<file path="src/verilog/bbsc_map.vh">
// Purpose: constants for the buck-boost switch control block
// Assumes: comparator results arrive as synchronous digital levels
// Notes:   thresholds live in the analog comparators; only codes live here
`ifndef BBSC_MAP_VH
`define BBSC_MAP_VH

// ============================================================
// Operating modes, {high bit, low bit} of the mode select pins
`define BBSC_MODE_CCM      2'h0
`define BBSC_MODE_DCM      2'h1
`define BBSC_MODE_BURST    2'h2
`define BBSC_MODE_PASS     2'h3

// ============================================================
// Switching regions
`define BBSC_REG_BUCK      2'h0
`define BBSC_REG_BUCKBOOST 2'h1
`define BBSC_REG_BOOST     2'h2

// ============================================================
// Cycle phases
`define BBSC_PH_ON         1'h0
`define BBSC_PH_OFF        1'h1

// ============================================================
// Pulse skip limit of consecutive skipped cycles
`define BBSC_SKIP_W        4
`define BBSC_SKIP_MAX      4'hf
`define BBSC_SKIP_ONE      4'h1
`define BBSC_SKIP_ZERO     4'h0

`endif

</file>
<file path="src/verilog/bbsc_region_sel.v">
// Purpose: pick buck, buck-boost or boost region with hysteresis
// Assumes: input/output ratio comparators with their own hysteresis bands
// Notes:   region only moves on a cycle start
`include "bbsc_map.vh"

module bbsc_region_sel (
  input  wire       i_mclk,
  input  wire       i_reset_n,
  input  wire       i_cycle_start,
  input  wire       i_in_above_buck_enter,
  input  wire       i_in_below_buck_exit,
  input  wire       i_in_below_boost_enter,
  input  wire       i_in_above_boost_exit,
  output reg  [1:0] o_region
);

  reg [1:0] region_next;

  // ============================================================
  // Region transitions
  // Separate enter and exit thresholds keep the region from chattering
  always @*
  begin
    region_next = o_region;
    case (o_region)
      `BBSC_REG_BUCK:
      begin
        if (i_in_below_buck_exit)
          region_next = `BBSC_REG_BUCKBOOST;
      end
      `BBSC_REG_BOOST:
      begin
        if (i_in_above_boost_exit)
          region_next = `BBSC_REG_BUCKBOOST;
      end
      `BBSC_REG_BUCKBOOST:
      begin
        if (i_in_above_buck_enter)
          region_next = `BBSC_REG_BUCK;
        else if (i_in_below_boost_enter)
          region_next = `BBSC_REG_BOOST;
        else
          region_next = `BBSC_REG_BUCKBOOST;
      end
      default:
        region_next = `BBSC_REG_BUCKBOOST;
    endcase
  end

  always @(posedge i_mclk or negedge i_reset_n)
  begin
    if (!i_reset_n)
      o_region <= `BBSC_REG_BUCKBOOST;
    else if (i_cycle_start)
      o_region <= region_next;
  end

endmodule // bbsc_region_sel

</file>
<file path="src/verilog/bbsc_pass_ctrl.v">
// Purpose: pass-through window state: switching or top switches held on
// Assumes: settle, overvoltage and discharge comparators are synchronous
// Notes:   restart conditions take priority over entry
`include "bbsc_map.vh"

module bbsc_pass_ctrl (
  input  wire i_mclk,
  input  wire i_reset_n,
  input  wire i_pass_mode,
  input  wire i_startup_done,
  input  wire i_in_window,
  input  wire i_out_settled,
  input  wire i_sense_over_peak,
  input  wire i_current_reg_used,
  input  wire i_monitor_near_limit,
  input  wire i_out_over_input,
  input  wire i_out_discharged,
  output reg  o_hold_on,
  output reg  o_isolated,
  output reg  o_fb_tie
);

  wire restart;

  // Peak current or average current limit forces switching again
  assign restart = i_sense_over_peak
                 | (i_current_reg_used & i_monitor_near_limit);

  // ============================================================
  // Non-switching state and reverse isolation
  always @(posedge i_mclk or negedge i_reset_n)
  begin
    if (!i_reset_n)
    begin
      o_hold_on  <= 1'h0;
      o_isolated <= 1'h0;
    end
    else if (!i_pass_mode)
    begin
      o_hold_on  <= 1'h0;
      o_isolated <= 1'h0;
    end
    else if (o_hold_on)
    begin
      if (restart || !i_in_window)
      begin
        o_hold_on  <= 1'h0;
        o_isolated <= 1'h0;
      end
      else if (o_isolated)
        o_isolated <= ~i_out_discharged;
      else
        o_isolated <= i_out_over_input;
    end
    else if (i_startup_done && i_in_window && i_out_settled && !restart)
      o_hold_on <= 1'h1;
  end

  // Feedback pins stay tied except in pass-through after start-up
  always @(posedge i_mclk or negedge i_reset_n)
  begin
    if (!i_reset_n)
      o_fb_tie <= 1'h1;
    else
      o_fb_tie <= ~(i_pass_mode & i_startup_done);
  end

endmodule // bbsc_pass_ctrl

</file>
<file path="src/verilog/bbsc_switch_ctrl.v">
// Purpose: four-switch buck-boost gate pattern control
// Assumes: all comparator inputs are synchronous to i_mclk
// Notes:   each cycle has an on phase then an off phase ended by i_cycle_start
`include "bbsc_map.vh"

module bbsc_switch_ctrl (
  input  wire i_mclk,
  input  wire i_reset_n,
  input  wire i_cycle_start,
  input  wire i_mode_select_low_bit,
  input  wire i_mode_select_high_bit,
  input  wire i_soft_start_above_thr,
  input  wire i_startup_done,
  input  wire i_current_trip,
  input  wire i_buck_current_trip,
  input  wire i_sense_below_reverse,
  input  wire i_sense_below_neg_limit,
  input  wire i_primary_below_inhibit,
  input  wire i_primary_above_resume,
  input  wire i_light_load_excess,
  input  wire i_monitor_near_limit,
  input  wire i_current_reg_used,
  input  wire i_in_above_buck_enter,
  input  wire i_in_below_buck_exit,
  input  wire i_in_below_boost_enter,
  input  wire i_in_above_boost_exit,
  input  wire i_in_at_or_below_lower,
  input  wire i_in_at_or_above_upper,
  input  wire i_in_near_window_edge,
  input  wire i_out_settled,
  input  wire i_sense_over_peak,
  input  wire i_out_over_input,
  input  wire i_out_discharged,
  output reg  o_switch_a,
  output reg  o_switch_b,
  output reg  o_switch_c,
  output reg  o_switch_d,
  output reg  o_fb_tie,
  output reg  o_reverse_flag,
  output reg  o_loop_select_buck,
  output reg  o_current_loop_active,
  output reg  o_switching,
  output reg  [1:0] o_mode,
  output wire [1:0] o_region
);

  // ============================================================
  // Declarations
  reg  [1:0]              mode_reg;
  reg                     phase_reg;
  reg                     b_done_reg;
  reg                     d_done_reg;
  reg                     inhibit_reg;
  reg                     rev_enable_reg;
  reg                     skip_hold_reg;
  reg  [`BBSC_SKIP_W-1:0] skip_reg;
  reg  [`BBSC_SKIP_W-1:0] skip_next;
  reg                     a_next;
  reg                     b_next;
  reg                     c_next;
  reg                     d_next;
  reg  [1:0]              eff_region;
  wire [1:0]              mode_pins;
  wire                    pass_mode;
  wire                    dcm_like;
  wire                    rev_event;
  wire                    hold_on;
  wire                    isolated;
  wire                    fb_tie;
  wire                    skip_cycle;
  wire                    active;

  assign mode_pins = {i_mode_select_high_bit, i_mode_select_low_bit};
  assign pass_mode = (mode_reg == `BBSC_MODE_PASS);
  assign dcm_like  = (mode_reg == `BBSC_MODE_DCM) | (mode_reg == `BBSC_MODE_BURST);

  // Reverse current test only counts while a bottom-side or output switch conducts
  // Pass-through while switching handles reverse current like discontinuous mode
  assign rev_event = (o_switch_b | o_switch_d) &
                     ((dcm_like | pass_mode) ? i_sense_below_reverse
                      : (rev_enable_reg ? i_sense_below_neg_limit
                         : i_sense_below_reverse));

  // ============================================================
  // Submodules
  bbsc_region_sel u_region (
    .i_mclk                 (i_mclk),
    .i_reset_n              (i_reset_n),
    .i_cycle_start          (i_cycle_start),
    .i_in_above_buck_enter  (i_in_above_buck_enter),
    .i_in_below_buck_exit   (i_in_below_buck_exit),
    .i_in_below_boost_enter (i_in_below_boost_enter),
    .i_in_above_boost_exit  (i_in_above_boost_exit),
    .o_region               (o_region)
  );

  bbsc_pass_ctrl u_pass (
    .i_mclk               (i_mclk),
    .i_reset_n            (i_reset_n),
    .i_pass_mode          (pass_mode),
    .i_startup_done       (i_startup_done),
    .i_in_window          (~i_in_at_or_below_lower & ~i_in_at_or_above_upper),
    .i_out_settled        (i_out_settled),
    .i_sense_over_peak    (i_sense_over_peak),
    .i_current_reg_used   (i_current_reg_used),
    .i_monitor_near_limit (i_monitor_near_limit),
    .i_out_over_input     (i_out_over_input),
    .i_out_discharged     (i_out_discharged),
    .o_hold_on            (hold_on),
    .o_isolated           (isolated),
    .o_fb_tie             (fb_tie)
  );

  // ============================================================
  // Mode, burst inhibit and reverse enable
  always @(posedge i_mclk or negedge i_reset_n)
  begin
    if (!i_reset_n)
    begin
      mode_reg       <= `BBSC_MODE_CCM;
      inhibit_reg    <= 1'h0;
      rev_enable_reg <= 1'h0;
    end
    else
    begin
      if (i_cycle_start)
        mode_reg <= mode_pins;
      // Hysteresis: inhibit below threshold, resume only above the upper level
      if (mode_reg != `BBSC_MODE_BURST)
        inhibit_reg <= 1'h0;
      else if (i_primary_below_inhibit)
        inhibit_reg <= 1'h1;
      else if (i_primary_above_resume)
        inhibit_reg <= 1'h0;
      // Soft-start gate is sticky; a new start-up clears it
      if (!i_startup_done)
        rev_enable_reg <= 1'h0;
      else if (i_soft_start_above_thr)
        rev_enable_reg <= 1'h1;
    end
  end

  // ============================================================
  // Pulse skip: in DCM only, skip while the light-load comparator says too much current, at most 15 cycles in a row
  assign skip_cycle = (mode_reg == `BBSC_MODE_DCM) & i_light_load_excess &
                      (skip_reg != `BBSC_SKIP_MAX);

  always @*
  begin
    skip_next = skip_reg;
    if (i_cycle_start)
    begin
      if (skip_cycle)
        skip_next = skip_reg + `BBSC_SKIP_ONE;
      else
        skip_next = `BBSC_SKIP_ZERO;
    end
  end

  // ============================================================
  // Region seen by the switch pattern
  // Pass-through edges reuse buck-boost interleaving to avoid skipping
  always @*
  begin
    eff_region = o_region;
    if (pass_mode)
    begin
      if (i_in_near_window_edge)
        eff_region = `BBSC_REG_BUCKBOOST;
      else if (i_in_at_or_below_lower)
        eff_region = `BBSC_REG_BOOST;
      else if (i_in_at_or_above_upper)
        eff_region = `BBSC_REG_BUCK;
      else
        eff_region = `BBSC_REG_BUCKBOOST;
    end
  end

  // A skipped cycle stays dark until the next start; inhibit and start-up act at once
  assign active = i_startup_done & ~inhibit_reg &
                  ~(i_cycle_start ? skip_cycle : skip_hold_reg);

  // ============================================================
  // Switch pattern
  always @*
  begin
    a_next = 1'h0;
    b_next = 1'h0;
    c_next = 1'h0;
    d_next = 1'h0;
    if (pass_mode && hold_on && i_startup_done)
    begin
      a_next = ~isolated;
      d_next = ~isolated;
    end
    else if (active)
    begin
      case (eff_region)
        `BBSC_REG_BUCK:
        begin
          d_next = 1'h1;
          a_next = (phase_reg == `BBSC_PH_ON);
          b_next = (phase_reg == `BBSC_PH_OFF) & ~b_done_reg & ~rev_event;
        end
        `BBSC_REG_BOOST:
        begin
          a_next = 1'h1;
          c_next = (phase_reg == `BBSC_PH_ON);
          d_next = (phase_reg == `BBSC_PH_OFF) & ~d_done_reg & ~rev_event;
        end
        default:
        begin
          a_next = (phase_reg == `BBSC_PH_ON);
          c_next = (phase_reg == `BBSC_PH_ON);
          b_next = (phase_reg == `BBSC_PH_OFF) & ~b_done_reg & ~rev_event;
          d_next = (phase_reg == `BBSC_PH_OFF) & ~d_done_reg & ~rev_event;
        end
      endcase
    end
  end

  // ============================================================
  // Cycle phase and outputs
  // Current trip ends the on phase; chosen loop comparator drives it
  always @(posedge i_mclk or negedge i_reset_n)
  begin
    if (!i_reset_n)
    begin
      phase_reg             <= `BBSC_PH_OFF;
      b_done_reg            <= 1'h0;
      d_done_reg            <= 1'h0;
      skip_reg              <= `BBSC_SKIP_ZERO;
      skip_hold_reg         <= 1'h0;
      o_switch_a            <= 1'h0;
      o_switch_b            <= 1'h0;
      o_switch_c            <= 1'h0;
      o_switch_d            <= 1'h0;
      o_fb_tie              <= 1'h1;
      o_reverse_flag        <= 1'h0;
      o_loop_select_buck    <= 1'h0;
      o_current_loop_active <= 1'h0;
      o_switching           <= 1'h0;
      o_mode                <= `BBSC_MODE_CCM;
    end
    else
    begin
      skip_reg <= skip_next;
      if (i_cycle_start)
      begin
        phase_reg  <= `BBSC_PH_ON;
        skip_hold_reg <= skip_cycle;
        b_done_reg <= 1'h0;
        d_done_reg <= 1'h0;
      end
      else
      begin
        if ((phase_reg == `BBSC_PH_ON) &&
            (o_loop_select_buck ? i_buck_current_trip : i_current_trip))
          phase_reg <= `BBSC_PH_OFF;
        if (rev_event && o_switch_b)
          b_done_reg <= 1'h1;
        if (rev_event && o_switch_d)
          d_done_reg <= 1'h1;
      end
      o_switch_a            <= a_next;
      o_switch_b            <= b_next;
      o_switch_c            <= c_next;
      o_switch_d            <= d_next;
      o_fb_tie              <= fb_tie;
      o_reverse_flag        <= rev_event;
      o_loop_select_buck    <= pass_mode & (eff_region == `BBSC_REG_BUCK);
      o_current_loop_active <= ~pass_mode & i_current_reg_used & i_monitor_near_limit;
      o_switching           <= ~(pass_mode & hold_on) & active;
      o_mode                <= mode_reg;
    end
  end

endmodule // bbsc_switch_ctrl

</file>
<file path="config.mk">
export PLATFORM = sky130hd
export DESIGN_NAME = bbsc_switch_ctrl
export DESIGN_NICKNAME = d
export VERILOG_FILES = /design/src/verilog/bbsc_region_sel.v /design/src/verilog/bbsc_pass_ctrl.v /design/src/verilog/bbsc_switch_ctrl.v
export VERILOG_INCLUDE_DIRS = /design/src /design/src/verilog
export SDC_FILE = /design/constraint.sdc
export NUM_CORES = 1
export LEC_CHECK = 0
export BUFFER_PORTS_ARGS = -buffer_cell sky130_fd_sc_hd__buf_2
export CAP_MARGIN = 5
export CORE_ASPECT_RATIO = 1.5
export CORE_MARGIN = 2
export CORE_UTILIZATION = 40
export CTS_CLUSTER_DIAMETER = 40
export DETAILED_ROUTE_END_ITERATION = 6
export PLACE_DENSITY = 0.7
export SYNTH_ARGS = -nofsm -noshare
export SYNTH_HDL_FRONTEND = slang
export SYNTH_SLANG_ARGS = --single-unit
</file>
<file path="constraint.sdc">
create_clock -name i_mclk -period 1.8 [get_ports i_mclk]
set_input_delay 0.36 -clock i_mclk [delete_from_list [all_inputs] [get_ports i_mclk]]
set_output_delay 0.36 -clock i_mclk [all_outputs]
set_load 0.05 [all_outputs]
</file>
# After elaboration in Yosys (flattened, before gate mapping)

Cells that the tools add are included.

Bits in registers: 28
Logic and storage cells: 132

$add $sub $neg: 1
Eq/ne operators: 12
Mux-type cells: 45
Bitwise operators: 34
Reductions and logical operators: 18

Operators by type and width:

| cell                                                                     | count |
|---|---|
| 1-bit 2-to-1 mux                                                         | 36 |
| 1-bit bitwise AND                                                        | 17 |
| 2-bit 2-to-1 mux                                                         | 7 |
| 1-bit NOT                                                                | 13 |
| 2-bit == test (second input constant)                                    | 4 |
| 1-bit logical AND                                                        | 8 |
| 2-bit inequality test (second input constant)                            | 4 |
| 2-bit one-hot mux with 3 select lines                                    | 1 |
| 2-bit nonzero test                                                       | 3 |
| 4-bit by 1-bit adder with 4-bit output (second input constant)           | 1 |
| 2-bit by 1-bit == test with 1-bit output (second input constant)         | 2 |
| 2-bit logical NOT                                                        | 2 |
| 4-bit 2-to-1 mux                                                         | 1 |
| 4-bit inequality test (second input constant)                            | 1 |
| 1-bit OR                                                                 | 4 |
| 3-bit AND reduction                                                      | 1 |
| 3-bit nonzero test                                                       | 1 |
| 1-bit logical NOT                                                        | 2 |
| 2-bit by 1-bit inequality test with 1-bit output (second input constant) | 1 |
| 1-bit logical OR                                                         | 1 |

# Logic depth before layout (Yosys ltp)

Gate-level depths: netlist of the first run.

Depth after elaboration: 10
Gate-level depth with buffers: 5

# By module

From an unflattened synthesis of the first run, not the netlist that was laid out.

Cells, all modules: 106
Area, all modules: 1226.2 µm²

Modules (own cells, without submodules):

| module           | instances | cells each | area an instance (µm²) |
|---|---|---|---|
| bbsc_switch_ctrl | 1         | 81         | 968.4 |
| bbsc_pass_ctrl   | 1         | 13         | 146.4 |
| bbsc_region_sel  | 1         | 12         | 111.4 |

# Worst setup path before layout of the first run

Ideal clock, no wire load.

Path kind: register to register
Start point: reg mode_reg[0]
End point: reg o_switch_b
Setup time: 0.096 ns
Arrival time: 1.340 ns
Required time: 1.704 ns
Path slack: 0.364 ns
Stages on the path, launching flop included: 5
Path buffers: 0
Period minus slack after synthesis: 1.436 ns
Cells stage by stage: dfrtp_1 nor3b_1 mux2_4 o21a_4 nor4_2

Cells in the longest elaborated chain, start to end: 10
Elaborated cells between the ends (all ways): 21
Those cells by class: eq/ne (4); mux (6); bitwise (9); reduce/logical (2)

Ends and longest elaborated chain:

| what                                                                                              | RTL line                                       | text |
|---|---|---|
| start: declaration                                                                                | bbsc_switch_ctrl.v:49                          | `reg [1:0] mode_reg;` |
| start signal: assignment                                                                          | bbsc_switch_ctrl.v:120                         | `` mode_reg <= `BBSC_MODE_CCM; `` |
| start signal: assignment                                                                          | bbsc_switch_ctrl.v:127                         | `mode_reg <= mode_pins;` |
| 2-bit by 1-bit == test with 1-bit output (no source line) / 2-bit == test (equally long branches) | n/a                                            |  |
| 1-bit OR                                                                                          | bbsc_switch_ctrl.v:75                          | `` assign dcm_like = (mode_reg == `BBSC_MODE_DCM) \| (mode_reg == `BBSC_MODE_BURST); `` |
| 1-bit OR *                                                                                        | bbsc_switch_ctrl.v:80                          | `((dcm_like \| pass_mode) ? i_sense_below_reverse` |
| 1-bit 2-to-1 mux *                                                                                | bbsc_switch_ctrl.v:80                          |  |
| 1-bit bitwise AND *                                                                               | bbsc_switch_ctrl.v:79                          | `assign rev_event = (o_switch_b \| o_switch_d) &` |
| net rev_event                                                                                     | bbsc_switch_ctrl.v:66                          | `wire rev_event;` |
| 1-bit NOT *                                                                                       | bbsc_switch_ctrl.v:203, bbsc_switch_ctrl.v:215 |  |
| 1-bit bitwise AND *                                                                               | bbsc_switch_ctrl.v:203, bbsc_switch_ctrl.v:215 |  |
| 1-bit 2-to-1 mux *                                                                                | n/a                                            |  |
| 1-bit 2-to-1 mux *                                                                                | bbsc_switch_ctrl.v:196                         | `else if (active)` |
| 1-bit 2-to-1 mux *                                                                                | bbsc_switch_ctrl.v:191                         | `if (pass_mode && hold_on && i_startup_done)` |
| net b_next                                                                                        | bbsc_switch_ctrl.v:59                          | `reg b_next;` |
| end signal: assignment                                                                            | bbsc_switch_ctrl.v:266                         | `o_switch_b <= b_next;` |
| end: declaration                                                                                  | bbsc_switch_ctrl.v:35                          | `output reg o_switch_b,` |

Mark *: on every way through the listed nets, which the timed path passes. The rest lies on a longest branch.
A chain may end at the register's enable or synchronous reset.

# Worst setup path after layout of the first run

Start point: reg mode_reg[0]
End point: reg o_switch_d

Cells in the longest elaborated chain, start to end: 10
Elaborated cells between the ends (all ways): 21
Those cells by class: eq/ne (3); mux (6); bitwise (9); reduce/logical (3)

Ends and longest elaborated chain:

| what                                                                                              | RTL line                                       | text |
|---|---|---|
| 2-bit by 1-bit == test with 1-bit output (no source line) / 2-bit == test (equally long branches) | n/a                                            |  |
| 1-bit OR                                                                                          | bbsc_switch_ctrl.v:75                          |  |
| 1-bit OR *                                                                                        | bbsc_switch_ctrl.v:80                          |  |
| 1-bit 2-to-1 mux *                                                                                | bbsc_switch_ctrl.v:80                          |  |
| 1-bit bitwise AND *                                                                               | bbsc_switch_ctrl.v:79                          |  |
| net rev_event                                                                                     | bbsc_switch_ctrl.v:66                          |  |
| 1-bit NOT *                                                                                       | bbsc_switch_ctrl.v:209, bbsc_switch_ctrl.v:216 |  |
| 1-bit bitwise AND *                                                                               | bbsc_switch_ctrl.v:209, bbsc_switch_ctrl.v:216 |  |
| 1-bit 2-to-1 mux *                                                                                | n/a                                            |  |
| 1-bit 2-to-1 mux *                                                                                | bbsc_switch_ctrl.v:196                         |  |
| 1-bit 2-to-1 mux *                                                                                | bbsc_switch_ctrl.v:191                         |  |
| net d_next                                                                                        | bbsc_switch_ctrl.v:61                          | `reg d_next;` |
| end signal: assignment                                                                            | bbsc_switch_ctrl.v:268                         | `o_switch_d <= d_next;` |
| end: declaration                                                                                  | bbsc_switch_ctrl.v:37                          | `output reg o_switch_d,` |

Marks and branches as above.

==> results_dict.tcl, run 1 <==
set metrics [dict create \
    status "completed" \
    cts_resized 0 \
    critPathBufInv 0 \
    dp_hpwl_um 1920 \
    die-area_sq_um 3410 \
    cts-htree-levels 1 \
    syn-cell-area_sq_um 1180 \
    synth_ff_type "dfrtp_1" \
    yosys_warnings 0 \
    path_max_fanout 8 \
    grt_max_degree 29 \
    nNetsFinal 172 \
    async_reset_ff_share_pct 100 \
    utilization_pct 51.5 \
    ant_nets 0 \
    vias 916 \
    io_buffers 39 \
    fin_crit_ns 1.63 \
    tightestPinTransition_ns 0.575 \
    clk_pin_slew_ns 0.09 \
    path_class "reg2reg" \
    maxCapViolCount 0 \
    cp-end-kind "register" \
    cpPeakStageDelay_ns 0.47 \
    drc 0 \
    cpMaxStageDelayCell "dfrtp_1" \
    hold_viol_final 0 \
    synthCells 100 \
    gp_congestion 0.799 \
    synthToLayoutAreaGrowth_pct 24.5 \
    track_usage_pct 15.7 \
    grt_first_pass_wirelength_um 4120 \
    p_leak_nw 0.736 \
    clock_sinks 28 \
    post_cts_buffers 0 \
    pre_cts_ws_ns 0.208 \
    maxSlewViolCount 0 \
    clk_latency_ns 0.27 \
    grt_pass1_vias 910 \
    ctsRootBufferMaster "clkbuf_8" \
    setup_violations 0 \
    layoutNonFillerInstCount 181 \
    ys_ff_latch 28 \
    synth_edf_count 0 \
    cts_hold_buf 0 \
    synth_top_area_share_pct 50.8 \
    synthTopCellsByArea "dfrtp_1, dfstp_2, o21ai_0, nand2_1, nand4b_1" \
    core.rowCount 24 \
    vias_per_cell 5.06 \
    die_y_um 70.6 \
    overflow 0 \
    drive_gt1_share_pct 38.0 \
    yosysSeqAreaShare_pct 59.7 \
    ios 40 \
    clock.fmax_ghz 0.615 \
    cts_buffers 3 \
    start_kind "register" \
    first_pass_iters 4 \
    placed_cells 178 \
    ir_drop_mv 0.476 \
    cpLargestDelayFamily "flip-flops" \
    relSlewSlack_pct 61.7 \
    powerDensity_nw_per_um2 978 \
    cts_tree "yes" \
    clk_path_buf_depth 2 \
    skew_ns 0.00596 \
    tns_ns 0 \
    routedWlPerCell_um 13.2 \
    start_util_pct 41.4 \
    syn-mean-instance-area_sq_um 11.8 \
    synth_commonest_cells "dfrtp_1, nand2_1, nor2_1, o21ai_0, a21oi_1" \
    arrival_ns 1.80 \
    synth_nets 128 \
    rsz0062_at_grt "no" \
    wl_um 2390 \
    path_cells "nor3b_1 -> mux2_4 -> o21a_4 -> o31ai_1" \
    hold_path.class "in2async" \
    timing.final.ws_setup_ns 0.174 \
    synth_largest_area_cell "dfrtp_1" \
    required_ns 1.98 \
    core_sq_um 2850 \
    synth_cell_types 35 \
    die_w_um 48.4 \
    synthMostInstantiatedCell "dfrtp_1" \
    largest_register_ffs 4 \
    antenna_found_initial 0 \
    drt_iter0_drc 23 \
    period_share_pct 90.3 \
    diodes 0 \
]
cell type report:
type | instances | area (sq um)
fill | 262 | 1380
sequential | 28 | 706
multi-input combinational | 67 | 457
timing repair buffer | 40 | 203
tap | 39 | 48.8
clock buffer | 3 | 41.3
inverter | 4 | 15.0
worst register-to-register path, cell delays in order (launching register included):
cell     delay [ns]
dfrtp_1        0.47
nor3b_1        0.36
mux2_4         0.36
o21a_4         0.13
o31ai_1        0.23
path summary, 6_finish.rpt:
path,from,to,slack [ns],depth (start not counted)
worst max-delay path,mode_reg[0]$_DFFE_PN0P_,o_switch_d$_DFF_PN0_,0.17,4
worst min-delay path,i_reset_n,o_switching$_DFF_PN0_,0.08,1
worst max register to register,mode_reg[0]$_DFFE_PN0P_,o_switch_d$_DFF_PN0_,0.17,4
worst min register to register,u_pass.o_fb_tie$_DFF_PN1_,o_fb_tie$_DFF_PN1_,0.36,0
max in group asynchronous,i_reset_n,mode_reg[1]$_DFFE_PN0P_,1.34,1
min in group i_mclk,i_in_near_window_edge,o_loop_select_buck$_DFF_PN0_,0.27,2
layout by cell type (no fill, tap or decap), types with 2 or more instances in the layout:
| master | count |
|---|---|
| nor3b_1 | 3 |
| nand4b_1 | 3 |
| and3_1 | 3 |
| dfrtp_1 | 24 |
| nand3b_1 | 2 |
| clkbuf_8 | 3 |
| a21o_1 | 2 |
| dfstp_2 | 4 |
| a21oi_1 | 5 |
| inv_1 | 4 |
| nand2b_1 | 4 |
| a22o_1 | 2 |
| o21ai_0 | 6 |
| buf_2 | 39 |
| mux2_2 | 2 |
| nor2_1 | 6 |
| nand2_1 | 7 |
| nor3_1 | 2 |
| nor2b_1 | 3 |
logic make-up (layout without fill, tap and decap cells):
| group | after synthesis | count (layout) | synth area share, % |
|---|---|---|---|
| mux | 4 | 4 | 4.02 |
| compound gates | 25 | 25 | 15.0 |
| simple gates | 37 | 37 | 18.5 |
| fa+ha+maj | 1 | 1 | 1.06 |
| buf+inv | 5 | 47 | 1.59 |
| flops | 28 | 28 | 59.7 |
metrics by stage:
stage                     cell area [sq um]  total power, mW  hold slack, ns
final                                  1470             1.44          0.0826
after global routing                   1470             1.51           0.131
after CTS                              1470             1.45           0.105
after detailed placement               1430             1.14           0.349
after global placement                 1430             1.12           0.347
after floorplan                        1180             1.01          0.0644
power breakdown:
| group | switching [mW] | internal [mW] | total, mW |
|---|---|---|---|
| clock | 0.170 | 0.150 | 0.320 |
| combinational | 0.251 | 0.122 | 0.373 |
| sequential | 0.0484 | 0.697 | 0.745 |
| total | 0.470 | 0.969 | 1.44 |
metal layers:
metal	vias to the layer above	global-route usage, %	routed length [um]
met1	432	18.6	974
met2	32	27.3	1250
met5	-	0	0
li1	448	-	-
met3	4	1.90	118
met4	0	9.52	55
(Power assumes the default switching activity.)
==> inputs of run 2 (changes only) <==
CORE_ASPECT_RATIO = 0.7   (was 1.5)
==> run 2 against run 1 <==
  * Via count shrank 0.76%
  * Core utilization grew 1.5 points
  * Clock skew shrank 0.0043 ns
  * Global-route usage grew 0.66 points
  * Sequential share of layout area shrank 0.57 points
  * Critical endpoint unchanged
  * Sequential power is essentially flat
  * Critical path type unchanged
==> results_dict.tcl, run 2 (synthesized netlist as in run 1, its figures left out) <==
set metrics [dict create \
    status "completed" \
    gp_congestion 0.773 \
    clk_path_buf_depth 2 \
    start_kind "register" \
    required_ns 1.98 \
    timing.final.ws_setup_ns 0.186 \
    core_sq_um 2800 \
    skew_ns 0.00161 \
    relSlewSlack_pct 61.5 \
    first_pass_iters 4 \
    switching_share_pct 32.0 \
    grt_first_pass_wirelength_um 4020 \
    dp_hpwl_um 1830 \
    diodes 0 \
    die-area_sq_um 3410 \
    fin_crit_ns 1.61 \
    ir_drop_mv 0.522 \
    die_w_um 69.0 \
    rsz0062_at_grt "no" \
    path_max_fanout 8 \
    met3WireLength_um 201 \
    track_usage_pct 16.4 \
    period_share_pct 89.7 \
    vias 909 \
    fin_area_sq_um 1490 \
    overflow 0 \
    pre_cts_ws_ns 0.185 \
    power_frac_comb_pct 25.5 \
    drc 0 \
    tightestPinTransition_ns 0.578 \
    drt_iter0_drc 24 \
    core.rowCount 16 \
    clk_latency_ns 0.27 \
    ctsRootBufferMaster "clkbuf_8" \
    switchingPower_mw 0.479 \
    wl_met2_um 1030 \
    path_class "reg2reg" \
    cp-end-kind "register" \
    grt_max_degree 29 \
    tns_ns 0 \
    ant_nets 0 \
    die_y_um 49.5 \
    layout_common_cells "buf_2, dfrtp_1, nand2_1" \
    clock_power_share_pct 24.9 \
    seq_power_share_pct 49.6 \
    clk_pin_slew_ns 0.08 \
    utilization_pct 53.1 \
    routed.top_layer "met4" \
    power.total_mw 1.50 \
    setup_violations 0 \
    nNetsFinal 173 \
    largest_register_ffs 4 \
    grt_pass1_vias 922 \
    drive_gt1_share_pct 38.9 \
    internal_power_mw 1.02 \
    p_leak_nw 0.748 \
    clock.fmax_ghz 0.619 \
    fillers 271 \
    cts-htree-levels 1 \
    powerDensity_nw_per_um2 1010 \
    ios 40 \
    vias_per_cell 5.05 \
    placed_cells 176 \
    cts_buffers 3 \
    post_cts_buffers 0 \
    layoutNonFillerInstCount 180 \
    routedWlPerCell_um 12.7 \
    dpl_cell_area_sq_um 1430 \
    io_buffers 39 \
    hold_slack_ns 0.0771 \
    worstReg2RegStart "mode_reg[1]$_DFFE_PN0P_" \
    arrival_ns 1.79 \
    cts_hold_buf 0 \
    cts_tree "yes" \
    synthToLayoutAreaGrowth_pct 26.0 \
    layout_commonest_cell "buf_2" \
    antenna_found_initial 0 \
    start_util_pct 42.1 \
    hold_path.class "in2async" \
    clock_sinks 28 \
    hold_viol_final 0 \
    maxSlewViolCount 0 \
    crit_start "mode_reg[1]$_DFFE_PN0P_" \
    cts_resized 0 \
    wl_um 2280 \
    drt-met1-wl_um 1020 \
    maxCapViolCount 0 \
]
## run 2: changes by cell type in the layout (fill, tap and decap cells not counted)
cell	delta
buf_4	+1
clkbuf_8	+1
## run 2: final cells by class
type	instances	area [sq um]	area share [%]
clock buffer	4	55.1	3.70
inverter	4	15.0	1.01
tap	36	45.0	3.03
timing repair buffer	41	210	14.1
multi-input combinational	67	457	30.7
sequential	28	706	47.4
## run 2: metal layers
| metal | vias up | GRT usage [%] |
|---|---|---|
| met5 | - | 0 |
| met4 | 0 | 5.88 |
| met3 | 4 | 6.16 |
| met2 | 30 | 25.0 |
| met1 | 424 | 21.3 |
| li1 | 451 | - |
## run 2: power groups by stage
stage / sequential, mW / clock [mW] / combinational [mW]
after global routing: 0.752 / 0.417 / 0.413
after global placement: 0.753 / 0 / 0.379
final: 0.742 / 0.373 / 0.382
after floorplan: 0.894 / 0 / 0.120
after CTS: 0.743 / 0.381 / 0.385
after detailed placement: 0.755 / 0 / 0.384
## run 2: critical path, cell delays in order, from the launching register on
cell     delay, ns
dfrtp_1       0.46
nor3b_1       0.34
mux2_4        0.35
o21a_4        0.13
o31ai_1       0.24
## run 2: final timing paths
path                       depth (start not counted)                               to  slack (ns)
setup / recovery                                   4             o_switch_d$_DFF_PN0_        0.19
min in group i_mclk                                2     o_loop_select_buck$_DFF_PN0_        0.27
max in group asynchronous                          1          inhibit_reg$_DFFE_PN0P_        1.34
hold / removal                                     1  o_current_loop_active$_DFF_PN0_        0.08
setup reg to reg                                   4             o_switch_d$_DFF_PN0_        0.19
hold reg to reg                                    0               o_fb_tie$_DFF_PN1_        0.36
